[config.mk]
export PLATFORM = sky130hd
export DESIGN_NAME = tmwc_core
export DESIGN_NICKNAME = d
export VERILOG_FILES = /design/src/logic/tmwc_pkg.sv /design/src/logic/tmwc_sync.sv /design/src/logic/tmwc_chan.sv /design/src/logic/tmwc_core.sv
export VERILOG_INCLUDE_DIRS = /design/src /design/src/logic
export SDC_FILE = /design/constraint.sdc
export NUM_CORES = 1
export LEC_CHECK = 0
export ABC_CLOCK_PERIOD_IN_PS = 3830
export BUFFER_PORTS_ARGS = -buffer_cell sky130_fd_sc_hd__clkbuf_2
export CAP_MARGIN = 25
export CORE_MARGIN = 4
export CORE_UTILIZATION = 60
export CTS_CLUSTER_DIAMETER = 100
export DETAILED_ROUTE_END_ITERATION = 10
export PLACE_DENSITY = 0.85
export REMOVE_ABC_BUFFERS = 1
export SLEW_MARGIN = 0
export SYNTH_ARGS = -nofsm -noshare
export SYNTH_HDL_FRONTEND = slang
export SYNTH_HIERARCHICAL = 1
export SYNTH_SLANG_ARGS = --single-unit
[constraint.sdc]
create_clock -name pclk -period 3.83 [get_ports pclk]
set_clock_uncertainty 0.2 [all_clocks]
set_input_delay 0.1915 -clock pclk [delete_from_list [all_inputs] [get_ports pclk]]
set_output_delay 0.1915 -clock pclk [all_outputs]
set_load 0.05 [all_outputs]
[src/logic/tmwc_params.svh]
// constants of the timer mode and waveform core
//==================================================================
//==================================================================
`ifndef TMWC_PARAMS_SVH
`define TMWC_PARAMS_SVH
// register byte offsets
`define TMWC_OFF_CTRL 8'h00
`define TMWC_OFF_ACT 8'h04
`define TMWC_OFF_DIR 8'h08
`define TMWC_OFF_FORCE 8'h0c
`define TMWC_OFF_CNT 8'h10
`define TMWC_OFF_CMPA 8'h14
`define TMWC_OFF_CMPB 8'h18
`define TMWC_OFF_CMPC 8'h1c
`define TMWC_OFF_CAPT 8'h20
`define TMWC_OFF_FLAG 8'h24
`define TMWC_OFF_STAT 8'h28
// control fields
`define TMWC_CTRL_RUN 4
// flag bit positions
`define TMWC_FLG_OVF 0
`define TMWC_FLG_CMPA 1
`define TMWC_FLG_CAPT 4
// mode select codes
`define TMWC_M_NORMAL 4'h0
`define TMWC_M_CTC_A 4'h4
`define TMWC_M_FAST8 4'h5
`define TMWC_M_FAST9 4'h6
`define TMWC_M_FAST10 4'h7
`define TMWC_M_CTC_CAP 4'hc
`define TMWC_M_FAST_CAP 4'he
`define TMWC_M_FAST_A 4'hf
// fixed tops and extremes
`define TMWC_TOP8 16'h00ff
`define TMWC_TOP9 16'h01ff
`define TMWC_TOP10 16'h03ff
`define TMWC_MAX 16'hffff
`define TMWC_BOTTOM 16'h0000
// action codes
`define TMWC_ACT_NONE 2'h0
`define TMWC_ACT_TOGGLE 2'h1
`define TMWC_ACT_CLEAR 2'h2
`define TMWC_ACT_SET 2'h3
`endif

[src/logic/tmwc_pkg.sv]
// types of the timer mode and waveform core
`default_nettype none
package tmwc_pkg;
    // counter sequence classes
    typedef enum logic [1:0] {
        TMWC_SEQ_NORMAL,
        TMWC_SEQ_CTC,
        TMWC_SEQ_FAST
    } tmwc_seq_e;
    // per-channel events into the output unit
    typedef struct packed {
        logic [1:0] action;
        logic pwm;
        logic toggle_ok;
        logic match;
        logic top_evt;
        logic force_evt;
    } tmwc_chan_s;
endpackage : tmwc_pkg
`default_nettype wire

[src/logic/tmwc_sync.sv]
// three-stage pin synchroniser with agreement filter
`default_nettype none
module tmwc_sync (
    // clock and reset
    input wire logic pclk,
    input wire logic presetn,
    // pin side
    input wire logic pin_in,
    // core side
    output logic rise
);
    logic s1_q, s2_q, s3_q, lvl_q; // stages and filtered level
    logic lvl_d;
    // level moves only when stages two and three agree
    assign lvl_d = (s2_q == s3_q) ? s3_q : lvl_q;
    assign rise = lvl_d & ~lvl_q;
    //==============================================================
    // stages
    always_ff @(posedge pclk or negedge presetn) begin
        if (!presetn) begin
            s1_q <= 1'b0;
            s2_q <= 1'b0;
            s3_q <= 1'b0;
            lvl_q <= 1'b0;
        end else begin
            s1_q <= pin_in;
            s2_q <= s1_q;
            s3_q <= s2_q;
            lvl_q <= lvl_d;
        end
    end
endmodule : tmwc_sync
`default_nettype wire

[src/logic/tmwc_chan.sv]
// one compare output unit: internal output state
`include "tmwc_params.svh"
`default_nettype none
module tmwc_chan (
    // clock and reset
    input wire logic pclk,
    input wire logic presetn,
    // events from the core
    input wire tmwc_pkg::tmwc_chan_s ev,
    // internal output state
    output logic state
);
    logic state_q, state_d;
    logic on_match, at_top, non_pwm_evt;
    // non-pwm: match or force applies the action
    assign non_pwm_evt = ev.match | ev.force_evt;
    assign on_match = ev.pwm ? ev.match : non_pwm_evt;
    assign at_top = ev.pwm & ev.top_evt;
    //==============================================================
    // next output state, top wins over match in fast pwm
    always_comb begin
        state_d = state_q;
        case (ev.action)
            `TMWC_ACT_NONE: state_d = state_q;
            `TMWC_ACT_TOGGLE: begin
                if (on_match && (!ev.pwm || ev.toggle_ok)) begin
                    state_d = ~state_q;
                end
            end
            `TMWC_ACT_CLEAR: begin
                if (at_top) state_d = 1'b0;
                else if (on_match) state_d = ev.pwm;
            end
            `TMWC_ACT_SET: begin
                if (at_top) state_d = 1'b1;
                else if (on_match) state_d = ~ev.pwm;
            end
            default: state_d = state_q;
        endcase
    end
    // state register
    always_ff @(posedge pclk or negedge presetn) begin
        if (!presetn) state_q <= 1'b0;
        else state_q <= state_d;
    end
    assign state = state_q;
endmodule : tmwc_chan
`default_nettype wire

[src/logic/tmwc_core.sv]
// timer mode and waveform core with apb register slave
`include "tmwc_params.svh"
`default_nettype none
module tmwc_core (
    // clock and reset
    input wire logic pclk,
    input wire logic presetn,
    // apb slave
    input wire logic psel,
    input wire logic penable,
    input wire logic pwrite,
    input wire logic [7:0] paddr,
    input wire logic [31:0] pwdata,
    output logic [31:0] prdata,
    output logic pready,
    output logic pslverr,
    // capture pin and interrupt acknowledge
    input wire logic capt_pin,
    input wire logic [4:0] flag_ack,
    // waveform pins
    output logic [2:0] wave_out,
    output logic [2:0] wave_oe,
    // flags seen by the interrupt controller
    output logic [4:0] flags
);
    //==============================================================
    // functions
    //==============================================================
    // modes this core implements
    function automatic logic is_sup(input logic [3:0] m);
        is_sup = (m == `TMWC_M_NORMAL) || (m == `TMWC_M_CTC_A) ||
                 (m == `TMWC_M_CTC_CAP) || (m == `TMWC_M_FAST8) ||
                 (m == `TMWC_M_FAST9) || (m == `TMWC_M_FAST10) ||
                 (m == `TMWC_M_FAST_CAP) || (m == `TMWC_M_FAST_A);
    endfunction : is_sup

    // mask of valid compare bits for the mode
    function automatic logic [15:0] res_mask(input logic [3:0] m);
        case (m)
            `TMWC_M_FAST8: res_mask = `TMWC_TOP8;
            `TMWC_M_FAST9: res_mask = `TMWC_TOP9;
            `TMWC_M_FAST10: res_mask = `TMWC_TOP10;
            default: res_mask = `TMWC_MAX;
        endcase
    endfunction : res_mask

    //==============================================================
    // registers
    //==============================================================
    logic [3:0] mode_q; // mode as written
    logic [3:0] emode_q, emode_d; // mode in effect
    logic run_q; // counter running
    logic [5:0] act_q; // two action bits per channel
    logic [2:0] dir_q; // pin direction bits
    logic [15:0] cnt_q, cnt_d; // count value
    logic [15:0] buf_q [3]; // compare values as written
    logic [15:0] cmp_q [3]; // active compare copies
    logic [15:0] icr_q, icr_d; // capture value register
    logic [4:0] flag_q, flag_d; // sticky flags
    logic blk_q; // match block after count write
    logic pready_q, pslverr_q; // apb answer
    logic [31:0] prdata_q; // apb read data
    logic [2:0] wave_q, oe_q; // pin drivers

    //==============================================================
    // bus decode
    //==============================================================
    logic setup_ph, wr_en;
    logic hit_ctrl, hit_act, hit_dir, hit_force, hit_cnt;
    logic hit_cmpa, hit_cmpb, hit_cmpc, hit_capt;
    logic hit_flag, hit_stat, mapped;
    logic [2:0] hit_cmp;
    // setup phase samples read data and decode
    assign setup_ph = psel & ~penable;
    // write lands on the completing access edge
    assign wr_en = psel & penable & pready_q & pwrite;
    assign hit_ctrl = (paddr == `TMWC_OFF_CTRL);
    assign hit_act = (paddr == `TMWC_OFF_ACT);
    assign hit_dir = (paddr == `TMWC_OFF_DIR);
    assign hit_force = (paddr == `TMWC_OFF_FORCE);
    assign hit_cnt = (paddr == `TMWC_OFF_CNT);
    assign hit_cmpa = (paddr == `TMWC_OFF_CMPA);
    assign hit_cmpb = (paddr == `TMWC_OFF_CMPB);
    assign hit_cmpc = (paddr == `TMWC_OFF_CMPC);
    assign hit_capt = (paddr == `TMWC_OFF_CAPT);
    assign hit_flag = (paddr == `TMWC_OFF_FLAG);
    assign hit_stat = (paddr == `TMWC_OFF_STAT);
    assign hit_cmp = {hit_cmpc, hit_cmpb, hit_cmpa};
    assign mapped = hit_ctrl | hit_act | hit_dir | hit_force |
                    hit_cnt | (|hit_cmp) | hit_capt | hit_flag |
                    hit_stat;

    //==============================================================
    // mode classes and top selection
    //==============================================================
    tmwc_pkg::tmwc_seq_e seq; // sequence from mode select only
    logic is_fast;
    logic top_by_a, top_by_cap;
    logic [15:0] top_val;
    // only the mode select field decides the sequence
    assign seq = (emode_q == `TMWC_M_CTC_A ||
                  emode_q == `TMWC_M_CTC_CAP) ?
                 tmwc_pkg::TMWC_SEQ_CTC :
                 (emode_q == `TMWC_M_NORMAL) ?
                 tmwc_pkg::TMWC_SEQ_NORMAL :
                 tmwc_pkg::TMWC_SEQ_FAST;
    assign is_fast = (seq == tmwc_pkg::TMWC_SEQ_FAST);
    // register that defines top
    assign top_by_a = (emode_q == `TMWC_M_CTC_A) ||
                      (emode_q == `TMWC_M_FAST_A);
    assign top_by_cap = (emode_q == `TMWC_M_CTC_CAP) ||
                        (emode_q == `TMWC_M_FAST_CAP);
    // fixed or register top, capture register unbuffered
    assign top_val = top_by_a ? cmp_q[0] :
                     top_by_cap ? icr_q :
                     res_mask(emode_q);

    //==============================================================
    // counter
    //==============================================================
    logic cnt_wr, tick, at_top, clr_top, wrap;
    logic [15:0] cnt_inc;
    assign cnt_wr = wr_en & hit_cnt;
    // a timer cycle is any running cycle not overwritten
    assign tick = run_q & ~cnt_wr;
    // top reached, normal mode never clears
    assign at_top = (seq != tmwc_pkg::TMWC_SEQ_NORMAL) &&
                    (cnt_q == top_val);
    assign clr_top = tick & at_top;
    // a missed top still wraps through max
    assign wrap = (cnt_q == `TMWC_MAX);
    assign cnt_inc = cnt_q + 16'h0001;
    // clear the cycle after top, else count up
    assign cnt_d = cnt_wr ? pwdata[15:0] :
                   clr_top ? `TMWC_BOTTOM :
                   tick ? cnt_inc : cnt_q;

    //==============================================================
    // compare matches and buffering
    //==============================================================
    logic [2:0] match, force_evt;
    logic [15:0] cmp_wval;
    logic [15:0] cmp_d [3];
    // bits above fixed resolution forced to zero
    assign cmp_wval = pwdata[15:0] & res_mask(emode_q);
    genvar gi;
    generate
        for (gi = 0; gi < 3; gi++) begin : g_cmp
            // equality in a timer cycle not blocked
            assign match[gi] = tick & ~blk_q &
                               (cnt_q == cmp_q[gi]);
            // force strobes only outside pwm
            assign force_evt[gi] = wr_en & hit_force &
                                   pwdata[gi] & ~is_fast;
            // direct in non-pwm, reload at top in fast pwm
            assign cmp_d[gi] = ~is_fast ? buf_q[gi] :
                               clr_top ? buf_q[gi] :
                               cmp_q[gi];
        end
    endgenerate

    //==============================================================
    // capture unit
    //==============================================================
    logic capt_rise, capt_evt;
    // filtered capture pin edge
    tmwc_sync u_capt_sync (
        .pclk(pclk),
        .presetn(presetn),
        .pin_in(capt_pin),
        .rise(capt_rise)
    );
    // capture idle while its register defines top
    assign capt_evt = capt_rise & ~top_by_cap;
    assign icr_d = (wr_en & hit_capt) ? pwdata[15:0] :
                   capt_evt ? cnt_q : icr_q;

    //==============================================================
    // flags
    //==============================================================
    logic ovf_set, cmpa_top_set, capt_set;
    logic [4:0] flag_set, flag_clr;
    // overflow at top in fast pwm, else at max wrap
    assign ovf_set = tick & (is_fast ? at_top :
                     wrap);
    // top flag of compare A in fast pwm on top
    assign cmpa_top_set = clr_top & is_fast & top_by_a;
    // capture flag on top when it defines top
    assign capt_set = capt_evt |
                      (clr_top & top_by_cap);
    assign flag_set = {capt_set, match[2], match[1],
                       match[0] | cmpa_top_set, ovf_set};
    // software one-to-clear or interrupt acknowledge
    assign flag_clr = flag_ack |
                      ((wr_en & hit_flag) ? pwdata[4:0] : 5'h00);
    // set beats clear in the same cycle
    assign flag_d = (flag_q & ~flag_clr) | flag_set;

    //==============================================================
    // mode register, unsupported codes keep the old sequence
    //==============================================================
    assign emode_d = (wr_en & hit_ctrl & is_sup(pwdata[3:0])) ?
                     pwdata[3:0] : emode_q;

    //==============================================================
    // output units
    //==============================================================
    logic [2:0] state;
    tmwc_pkg::tmwc_chan_s ev [3];
    generate
        for (gi = 0; gi < 3; gi++) begin : g_chan
            // action read live, so a write hits the next match
            assign ev[gi].action = act_q[2*gi+1 -: 2];
            assign ev[gi].pwm = is_fast;
            // fast pwm toggle only on output A with top at A
            assign ev[gi].toggle_ok = (gi == 0) &&
                                      (emode_q == `TMWC_M_FAST_A);
            assign ev[gi].match = match[gi];
            assign ev[gi].top_evt = clr_top;
            assign ev[gi].force_evt = force_evt[gi];
            tmwc_chan u_chan (
                .pclk(pclk),
                .presetn(presetn),
                .ev(ev[gi]),
                .state(state[gi])
            );
        end
    endgenerate

    //==============================================================
    // read mux
    //==============================================================
    logic [31:0] rdata;
    assign rdata =
        hit_ctrl ? {27'h0, run_q, mode_q} :
        hit_act ? {26'h0, act_q} :
        hit_dir ? {29'h0, dir_q} :
        hit_cnt ? {16'h0, cnt_q} :
        hit_cmpa ? {16'h0, buf_q[0]} :
        hit_cmpb ? {16'h0, buf_q[1]} :
        hit_cmpc ? {16'h0, buf_q[2]} :
        hit_capt ? {16'h0, icr_q} :
        hit_flag ? {27'h0, flag_q} :
        hit_stat ? {24'h0, emode_q, 1'b0, state} :
        32'h0000_0000;

    //==============================================================
    // processes
    //==============================================================
    // apb answer, one access cycle, error on unmapped
    always_ff @(posedge pclk or negedge presetn) begin
        if (!presetn) begin
            pready_q <= 1'b0;
            pslverr_q <= 1'b0;
            prdata_q <= 32'h0000_0000;
        end else begin
            pready_q <= setup_ph;
            pslverr_q <= setup_ph & ~mapped;
            prdata_q <= setup_ph ? rdata : prdata_q;
        end
    end

    // control registers written by software
    always_ff @(posedge pclk or negedge presetn) begin
        if (!presetn) begin
            mode_q <= 4'h0;
            emode_q <= `TMWC_M_NORMAL;
            run_q <= 1'b0;
            act_q <= 6'h00;
            dir_q <= 3'h0;
        end else begin
            emode_q <= emode_d;
            if (wr_en & hit_ctrl) begin
                mode_q <= pwdata[3:0];
                run_q <= pwdata[`TMWC_CTRL_RUN];
            end
            if (wr_en & hit_act) act_q <= pwdata[5:0];
            if (wr_en & hit_dir) dir_q <= pwdata[2:0];
        end
    end

    // counter, capture, flags and match block
    always_ff @(posedge pclk or negedge presetn) begin
        if (!presetn) begin
            cnt_q <= `TMWC_BOTTOM;
            icr_q <= 16'h0000;
            flag_q <= 5'h00;
            blk_q <= 1'b0;
        end else begin
            cnt_q <= cnt_d;
            icr_q <= icr_d;
            flag_q <= flag_d;
            blk_q <= cnt_wr;
        end
    end

    // compare buffers and active copies
    always_ff @(posedge pclk or negedge presetn) begin
        if (!presetn) begin
            for (int i = 0; i < 3; i++) begin
                buf_q[i] <= 16'h0000;
                cmp_q[i] <= 16'h0000;
            end
        end else begin
            for (int i = 0; i < 3; i++) begin
                if (wr_en & hit_cmp[i]) buf_q[i] <= cmp_wval;
                cmp_q[i] <= cmp_d[i];
            end
        end
    end

    // pins: state drives only where direction is output
    always_ff @(posedge pclk or negedge presetn) begin
        if (!presetn) begin
            wave_q <= 3'h0;
            oe_q <= 3'h0;
        end else begin
            wave_q <= state;
            for (int i = 0; i < 3; i++) begin
                oe_q[i] <= dir_q[i] &
                           (act_q[2*i +: 2] != `TMWC_ACT_NONE);
            end
        end
    end

    //==============================================================
    // outputs
    //==============================================================
    assign prdata = prdata_q;
    assign pready = pready_q;
    assign pslverr = pslverr_q;
    assign wave_out = wave_q;
    assign wave_oe = oe_q;
    assign flags = flag_q;
endmodule : tmwc_core
`default_nettype wire

**Word-level counts from Yosys, hierarchy flattened**

Cells that the tools add are included.

- Bitwise operators: 68
- Add/sub/neg operators: 1
- Eq/ne operators: 50
- Mux-type cells: 50
- Reductions and logical operators: 32

Operator list:

| operator | count |
|---|---|
| $mux W16 | 21 |
| $eq A16 B16 Y1 | 4 |
| $pmux W16 S3 | 1 |
| $and A1 B1 Y1 | 37 |
| $eq A4 B3 Y1 const B | 8 |
| $eq A8 B5 Y1 const B | 4 |
| $eq A4 B4 Y1 const B | 6 |
| $eq A8 B6 Y1 const B | 3 |
| $mux W1 | 20 |
| $add A16 B1 Y16 const B | 1 |
| $and A16 B16 Y16 | 1 |
| $eq A16 B16 Y1 const B | 1 |
| $eq A8 B4 Y1 const B | 2 |
| $mux W8 | 2 |
| $eq A2 B2 Y1 const B | 7 |
| $not A1 Y1 | 13 |
| $or A1 B1 Y1 | 13 |
| $ne A3 B2 Y1 const B | 4 |
| $reduce_and A4 Y1 | 3 |
| $logic_or A1 B1 Y1 | 11 |
| $or A5 B5 Y5 | 2 |
| $reduce_bool A2 Y1 | 5 |
| $pmux W1 S3 | 3 |
| $eq A8 B3 Y1 const B | 1 |
| other kinds (15) | 28 |

- Bits in registers: 199
- Output and inout port bits: 45
- Logic and storage cells: 228

**Logic depth before layout (Yosys ltp)**

- Depth in word-level cells: 13
- Mapped depth: 13
- Depth with buffers taken out: 10

**By module**

The synthesis kept the hierarchy.

Modules (own cells, without submodules):

| module | instances | area an instance (um^2) | cells an instance |
|---|---|---|---|
| tmwc_core | 1 | 9640.5 | 985 |
| tmwc_chan at g_chan[1].u_chan ... | 2 | 115.1 | 11 |
| tmwc_sync | 1 | 121.4 | 6 |
| tmwc_chan at g_chan[0].u_chan | 1 | 120.1 | 11 |

**Least setup slack after synthesis**

No wires, ideal clock.

- Path kind: register to register
- From: reg emode_q[1]
- To: reg cnt_q[6]
- Slack: 0.818 ns
- Cell stages (with the launch flop): 11
- Period minus slack after synthesis: 3.012 ns
- Arrival: 2.679 ns
- Path buffers: 3
- Cells stage by stage: dfrtp_1 > buf_6 > or4_4 > o2111ai_2 > o221ai_2 > or4_1 > or4b_1 > buf_2 > nor2_8 > buf_8 > nor3_1

- Longest elaborated chain between the ends: 9

RTL lines:

| what | RTL line | RTL |
|---|---|---|
| start: declaration | tmwc_core.sv:51 | `logic [3:0] emode_q, emode_d;` |
| start signal: assignment | tmwc_core.sv:267 | `` emode_q <= `TMWC_M_NORMAL; `` |
| start signal: assignment | tmwc_core.sv:272 | `emode_q <= emode_d;` |
| $eq A4 B3 Y1 / $eq A4 B4 Y1 (equally long branches) | n/a |  |
| $pmux W16 S3 / $logic_or A1 B1 Y1 (equally long branches) | tmwc_core.sv:39, tmwc_core.sv:111 |  |
| $mux W16 | tmwc_core.sv:115 | `top_by_cap ? icr_q :` |
| $mux W16 | tmwc_core.sv:114 | `assign top_val = top_by_a ? cmp_q[0] :` |
| $eq A16 B16 Y1 | tmwc_core.sv:128 | `(cnt_q == top_val);` |
| $logic_and A1 B1 Y1 * | tmwc_core.sv:127 | `assign at_top = (seq != tmwc_pkg::TMWC_SEQ_NORMAL) &&` |
| $and A1 B1 Y1 * | tmwc_core.sv:129 | `assign clr_top = tick & at_top;` |
| $mux W16 | tmwc_core.sv:135 | `` clr_top ? `TMWC_BOTTOM : `` |
| $mux W16 | tmwc_core.sv:134 | `assign cnt_d = cnt_wr ? pwdata[15:0] :` |
| end signal: assignment | tmwc_core.sv:285 | `` cnt_q <= `TMWC_BOTTOM; `` |
| end signal: assignment | tmwc_core.sv:290 | `cnt_q <= cnt_d;` |
| end: declaration | tmwc_core.sv:55 | `logic [15:0] cnt_q, cnt_d;` |

Mark *: on every way between the ends. The rest lies on a longest branch, timed or not.
A chain may end at the register's enable or synchronous reset.

**Worst setup path in the final report**

- From: reg emode_q[0]
- To: reg g_chan[0].u_chan.state_q

RTL lines:

| what | RTL line | RTL |
|---|---|---|
| $eq A4 B3 Y1 / $eq A4 B4 Y1 (equally long branches) | n/a |  |
| $pmux W16 S3 / $logic_or A1 B1 Y1 (equally long branches) | tmwc_core.sv:39, tmwc_core.sv:111 |  |
| $mux W16 | tmwc_core.sv:115 |  |
| $mux W16 | tmwc_core.sv:114 |  |
| $eq A16 B16 Y1 | tmwc_core.sv:128 |  |
| $logic_and A1 B1 Y1 * | tmwc_core.sv:127 |  |
| $and A1 B1 Y1 * | tmwc_core.sv:129 |  |
| via clr_top | tmwc_core.sv:121 | `logic cnt_wr, tick, at_top, clr_top, wrap;` |
| $and A1 B1 Y1 * | tmwc_chan.sv:18 | `assign at_top = ev.pwm & ev.top_evt;` |
| $ne A3 B1 Y1 (no source line), or another cell as far along | n/a |  |
| $reduce_and A4 Y1 (no source line) / $pmux W1 S3 (equally long branches) | n/a |  |
| end signal: assignment | tmwc_chan.sv:44 | `else state_q <= state_d;` |
| end: declaration | tmwc_chan.sv:13 | `logic state_q, state_d;` |

The timed path passes the listed nets; every way through them passes the cells marked *. The select of a mux whose other input is x is not followed.

==> results by group <==
Worst setup path
  • FF-to-FF Start: emode_q[0]$_DFFE_PN0P_
  • Worst Setup EP: g_chan[0].u_chan/state$_DFFE_PN0P_
  • CP required: ~4.0 ns
  • Arr. time, crit path: ~3.9 ns
  • FF-to-FF setup slack: approximately 0.13 ns
  • Setup crit start kind: flip-flop
  • Critical path type: reg -> reg
  • Worst R2R End: g_chan[0].u_chan/state$_DFFE_PN0P_
  • CP Max Fanout: 12
  • Crit end category: flip-flop
  • CP Launch Point: emode_q[0]$_DFFE_PN0P_
  • R2R depth: 12

Clock tree
  • Cts bufs inserted: 17
  • CTS root buffer: clkbuf_16
  • Setup repair bufs after CTS: 0
  • Worst skew pair latency: between 0.4 and 0.5 ns
  • Clock Tree Buf Depth: 2
  • Reg clk slew, reported paths: ~0.070 ns
  • CTS tree: built
  • CTS sink count: roughly 180
  • H-tree depth: 4

Power
  • Clock network fraction of design power: 0.425
  • Sequential Power Share: 0.496
  • Sw Pwr: around 1.1 mW
  • Switching Fraction: 0.267
  • Internal power: approximately 3 mW
  • P per Cell Area: about 340 nW/um^2
  • Power share of the combinational group: 0.079
  • Max VDD drop: ~0.32 mV
  • Pleak: between 5 and 6 nW

STA
  • TNS Setup: 0 ns
  • Fmax: roughly 0.27 GHz
  • RSZ-0062 raised after global routing: no
  • Final setup violating endpoints: 0
  • Final period util: 0.967
  • Slew margin rel.: 0.397
  • Final number of hold-violating endpoints: 0
  • Setup WS post-layout: around 0.13 ns
  • Slew Viols, Final: 0
  • Minimum clock period after layout: roughly 3.7 ns
  • Slew at the pin closest to its max-slew limit: 0.904 ns

GRT
  • Global-route wire length before repair: roughly 50000 microns
  • Total GRT Usage: 0.352
  • Overflow after GRT: 0
  • Initial antenna violation count: 0
  • Largest net degree at the start of global routing: 100
  • Vias in the first global route: 8685

Logic synthesis
  • Seq cells post-synth: 183
  • Post-Synthesis Cells: between 1k and 1.5k
  • Post-synthesis sequential area ratio: 0.453
  • Asr flop ratio synth: 1.00
  • Yosys warning count: 6
  • Post-synth EDFFs: 0
  • Leading area contributor after synthesis: dfrtp_1
  • Avg Inst Size Synth: slightly below 10 sq um
  • Yosys cell types: slightly above 90
  • Mapped Area: 10100 sq um
  • Top cells by area, synth: dfrtp_1, mux2_2, xor2_1
  • Yosys top cell area share: 0.453
  • Main synth FF type: dfrtp_1

Die
  • Starting Density: 0.612
  • Die height: around 140 microns
  • DIE WIDTH: around 140 microns
  • Core ar.: ~17000 sq um
  • Die footprint: 19000 sq um
  • IO Pins: 96
  • Row count: between 40 and 50

Detailed routing
  • Iteration-0 DRC Markers: slightly above 900
  • Vias: 8819
  • Residual DRC: 0
  • Post-DR vias/cell: about 6.6
  • Routed len/inst: around 24 microns
  • Antenna-violating nets left: 0
  • DRT Pass-1 Iters: 6
  • Routed WL: ~32000 microns

Hold path
  • Class of the worst hold path: in -> reg

Run status
  • Outcome: finished clean

Placement
  • HPWL Detailed: about 23000 microns
  • # port buffers: 63
  • Post-place setup slack: between 0.3 and 0.4 ns
  • RePlAce Congestion: around 1

Cells and area
  • Ant diodes: 0
  • Share of post-route cells with drive strength above 1: 0.211
  • Leading cell type in the layout, fill and taps excluded: dfrtp_1
  • Nets@finish: roughly 1.2k
  • Most frequent cells in the layout: dfrtp_1, nand2_1, nor2_1
  • Area growth, synth to finish: 14.5%

Run
  • Max-cap violations: 0
worst max-delay path: stages (launching register included):
cell      delay, ns
dfrtp_1        0.52
buf_4          0.24
nand2b_1       0.25
o21ai_0        0.45
o221ai_1       0.17
nor4_1         0.44
and3_1         0.22
nand4_1        0.15
nor2_1         0.14
buf_4          0.17
and4b_2        0.23
a221oi_1       0.26
mux2_1         0.20
flip-flops by register name, summed over array words and instances (netlist names), 3 cells and up:
| register | count |
|---|---|
| act_q | 6 |
| buf_q | 48 |
| cmp_q | 48 |
| cnt_q | 16 |
| dir_q | 3 |
| emode_q | 4 |
| flags | 5 |
| g_chan.u_chan/state | 3 |
| icr_q | 16 |
| mode_q | 4 |
| prdata | 16 |
| wave_oe | 3 |
| wave_out | 3 |
worst min-delay path by stage:
stage,startpoint,to,slack [ns],cells past startpoint
finish,pwdata[0],mode_q[0]$_DFFE_PN0P_,0.04,3
global route,pwdata[0],mode_q[0]$_DFFE_PN0P_,0.05,3
CTS,pwdata[0],mode_q[0]$_DFFE_PN0P_,0.008,3
detailed placement,capt_pin,u_capt_sync/s1_q$_DFF_PN0_,0.10,1
global placement,capt_pin,u_capt_sync/s1_q$_DFF_PN0_,0.10,1
floorplan,presetn,act_q[0]$_DFFE_PN0P_,-0.30,0
through the flow:
step / std cells / total power, mW / hold WS (ns) / utilization / area [sq um]
after floorplan: 954 / 2.16 / -0.304 / - / 9720
after global placement: 1291 / 2.30 / 0.100 / 0.652 / 10800
after detailed placement: 1292 / 2.30 / 0.102 / 0.653 / 10800
after CTS: 1346 / 3.99 / 0.00811 / 0.700 / 11600
after global routing: 1346 / 4.10 / 0.0470 / 0.700 / 11600
final: 1346 / 3.98 / 0.0389 / 0.700 / 11600
cell usage after synthesis, drive strengths merged (3+ instances only):
cell type	n
a211oi	4
a21oi	45
a221o	3
a221oi	11
a222oi	12
a22o	11
a22oi	10
a31o	4
a31oi	6
and2	6
and2b	4
and3	12
and4b	5
buf	39
clkbuf	48
dfrtp	183
inv	24
mux2	82
mux2i	16
nand2	103
nand2b	10
nand3	10
nand4	18
nor2	71
nor2b	13
nor3	31
nor3b	7
nor4	21
nor4b	3
o211ai	5
o21a	5
o21ai	62
o221ai	3
o22ai	9
o311ai	7
o31ai	3
o32ai	4
or2b	3
or3	12
or4	6
xnor2	3
xor2	55
timing repair:
action                     in CTS  in global routing
hold buffers                   22                  0
setup endpoints to repair       0                  3
gates resized for setup         0                  1
hold endpoints to repair      164                  0
cell type report:
| class | count | area (sq um) |
|---|---|---|
| Multi-Input combinational cell | 746 | 5060 |
| Fill cell | 1240 | 4950 |
| Sequential cell | 183 | 4580 |
| Timing Repair Buffer | 140 | 1000 |
| Clock buffer | 20 | 447 |
| Tap cell | 220 | 275 |
| Clock inverter | 12 | 111 |
| Inverter | 25 | 93.8 |
power groups by stage:
stage                     clock, mW  combinational [mW]  sequential (mW)
after global routing           1.79               0.338             1.98
after global placement            0               0.287             2.01
after detailed placement          0               0.292             2.01
after CTS                      1.71               0.310             1.97
final                          1.69               0.314             1.97
after floorplan                   0               0.120             2.04
layer usage:
metal	routed length, microns	share of wire	global-route usage	up-vias
li1	-	-	-	3866
met1	12300	0.38	0.456	4284
met2	14800	0.46	0.547	543
met3	3090	0.096	0.0793	126
met4	1920	0.060	0.196	0
met5	0	0	0	-
cells by family after synthesis:
| logic type | after synthesis | synth area share |
|---|---|---|
| muxes | 98 | 0.107 |
| other | 1 | 0.000371 |
| buffers and inverters | 112 | 0.0543 |
| AOI/OAI and AO/OA | 222 | 0.153 |
| and+or+nand+nor | 348 | 0.179 |
| adders and majority gates | 2 | 0.00235 |
| DFF | 183 | 0.453 |
| xor gates and xnor gates | 58 | 0.0502 |
No activity file was read; power rests on OpenSTA's default activity.
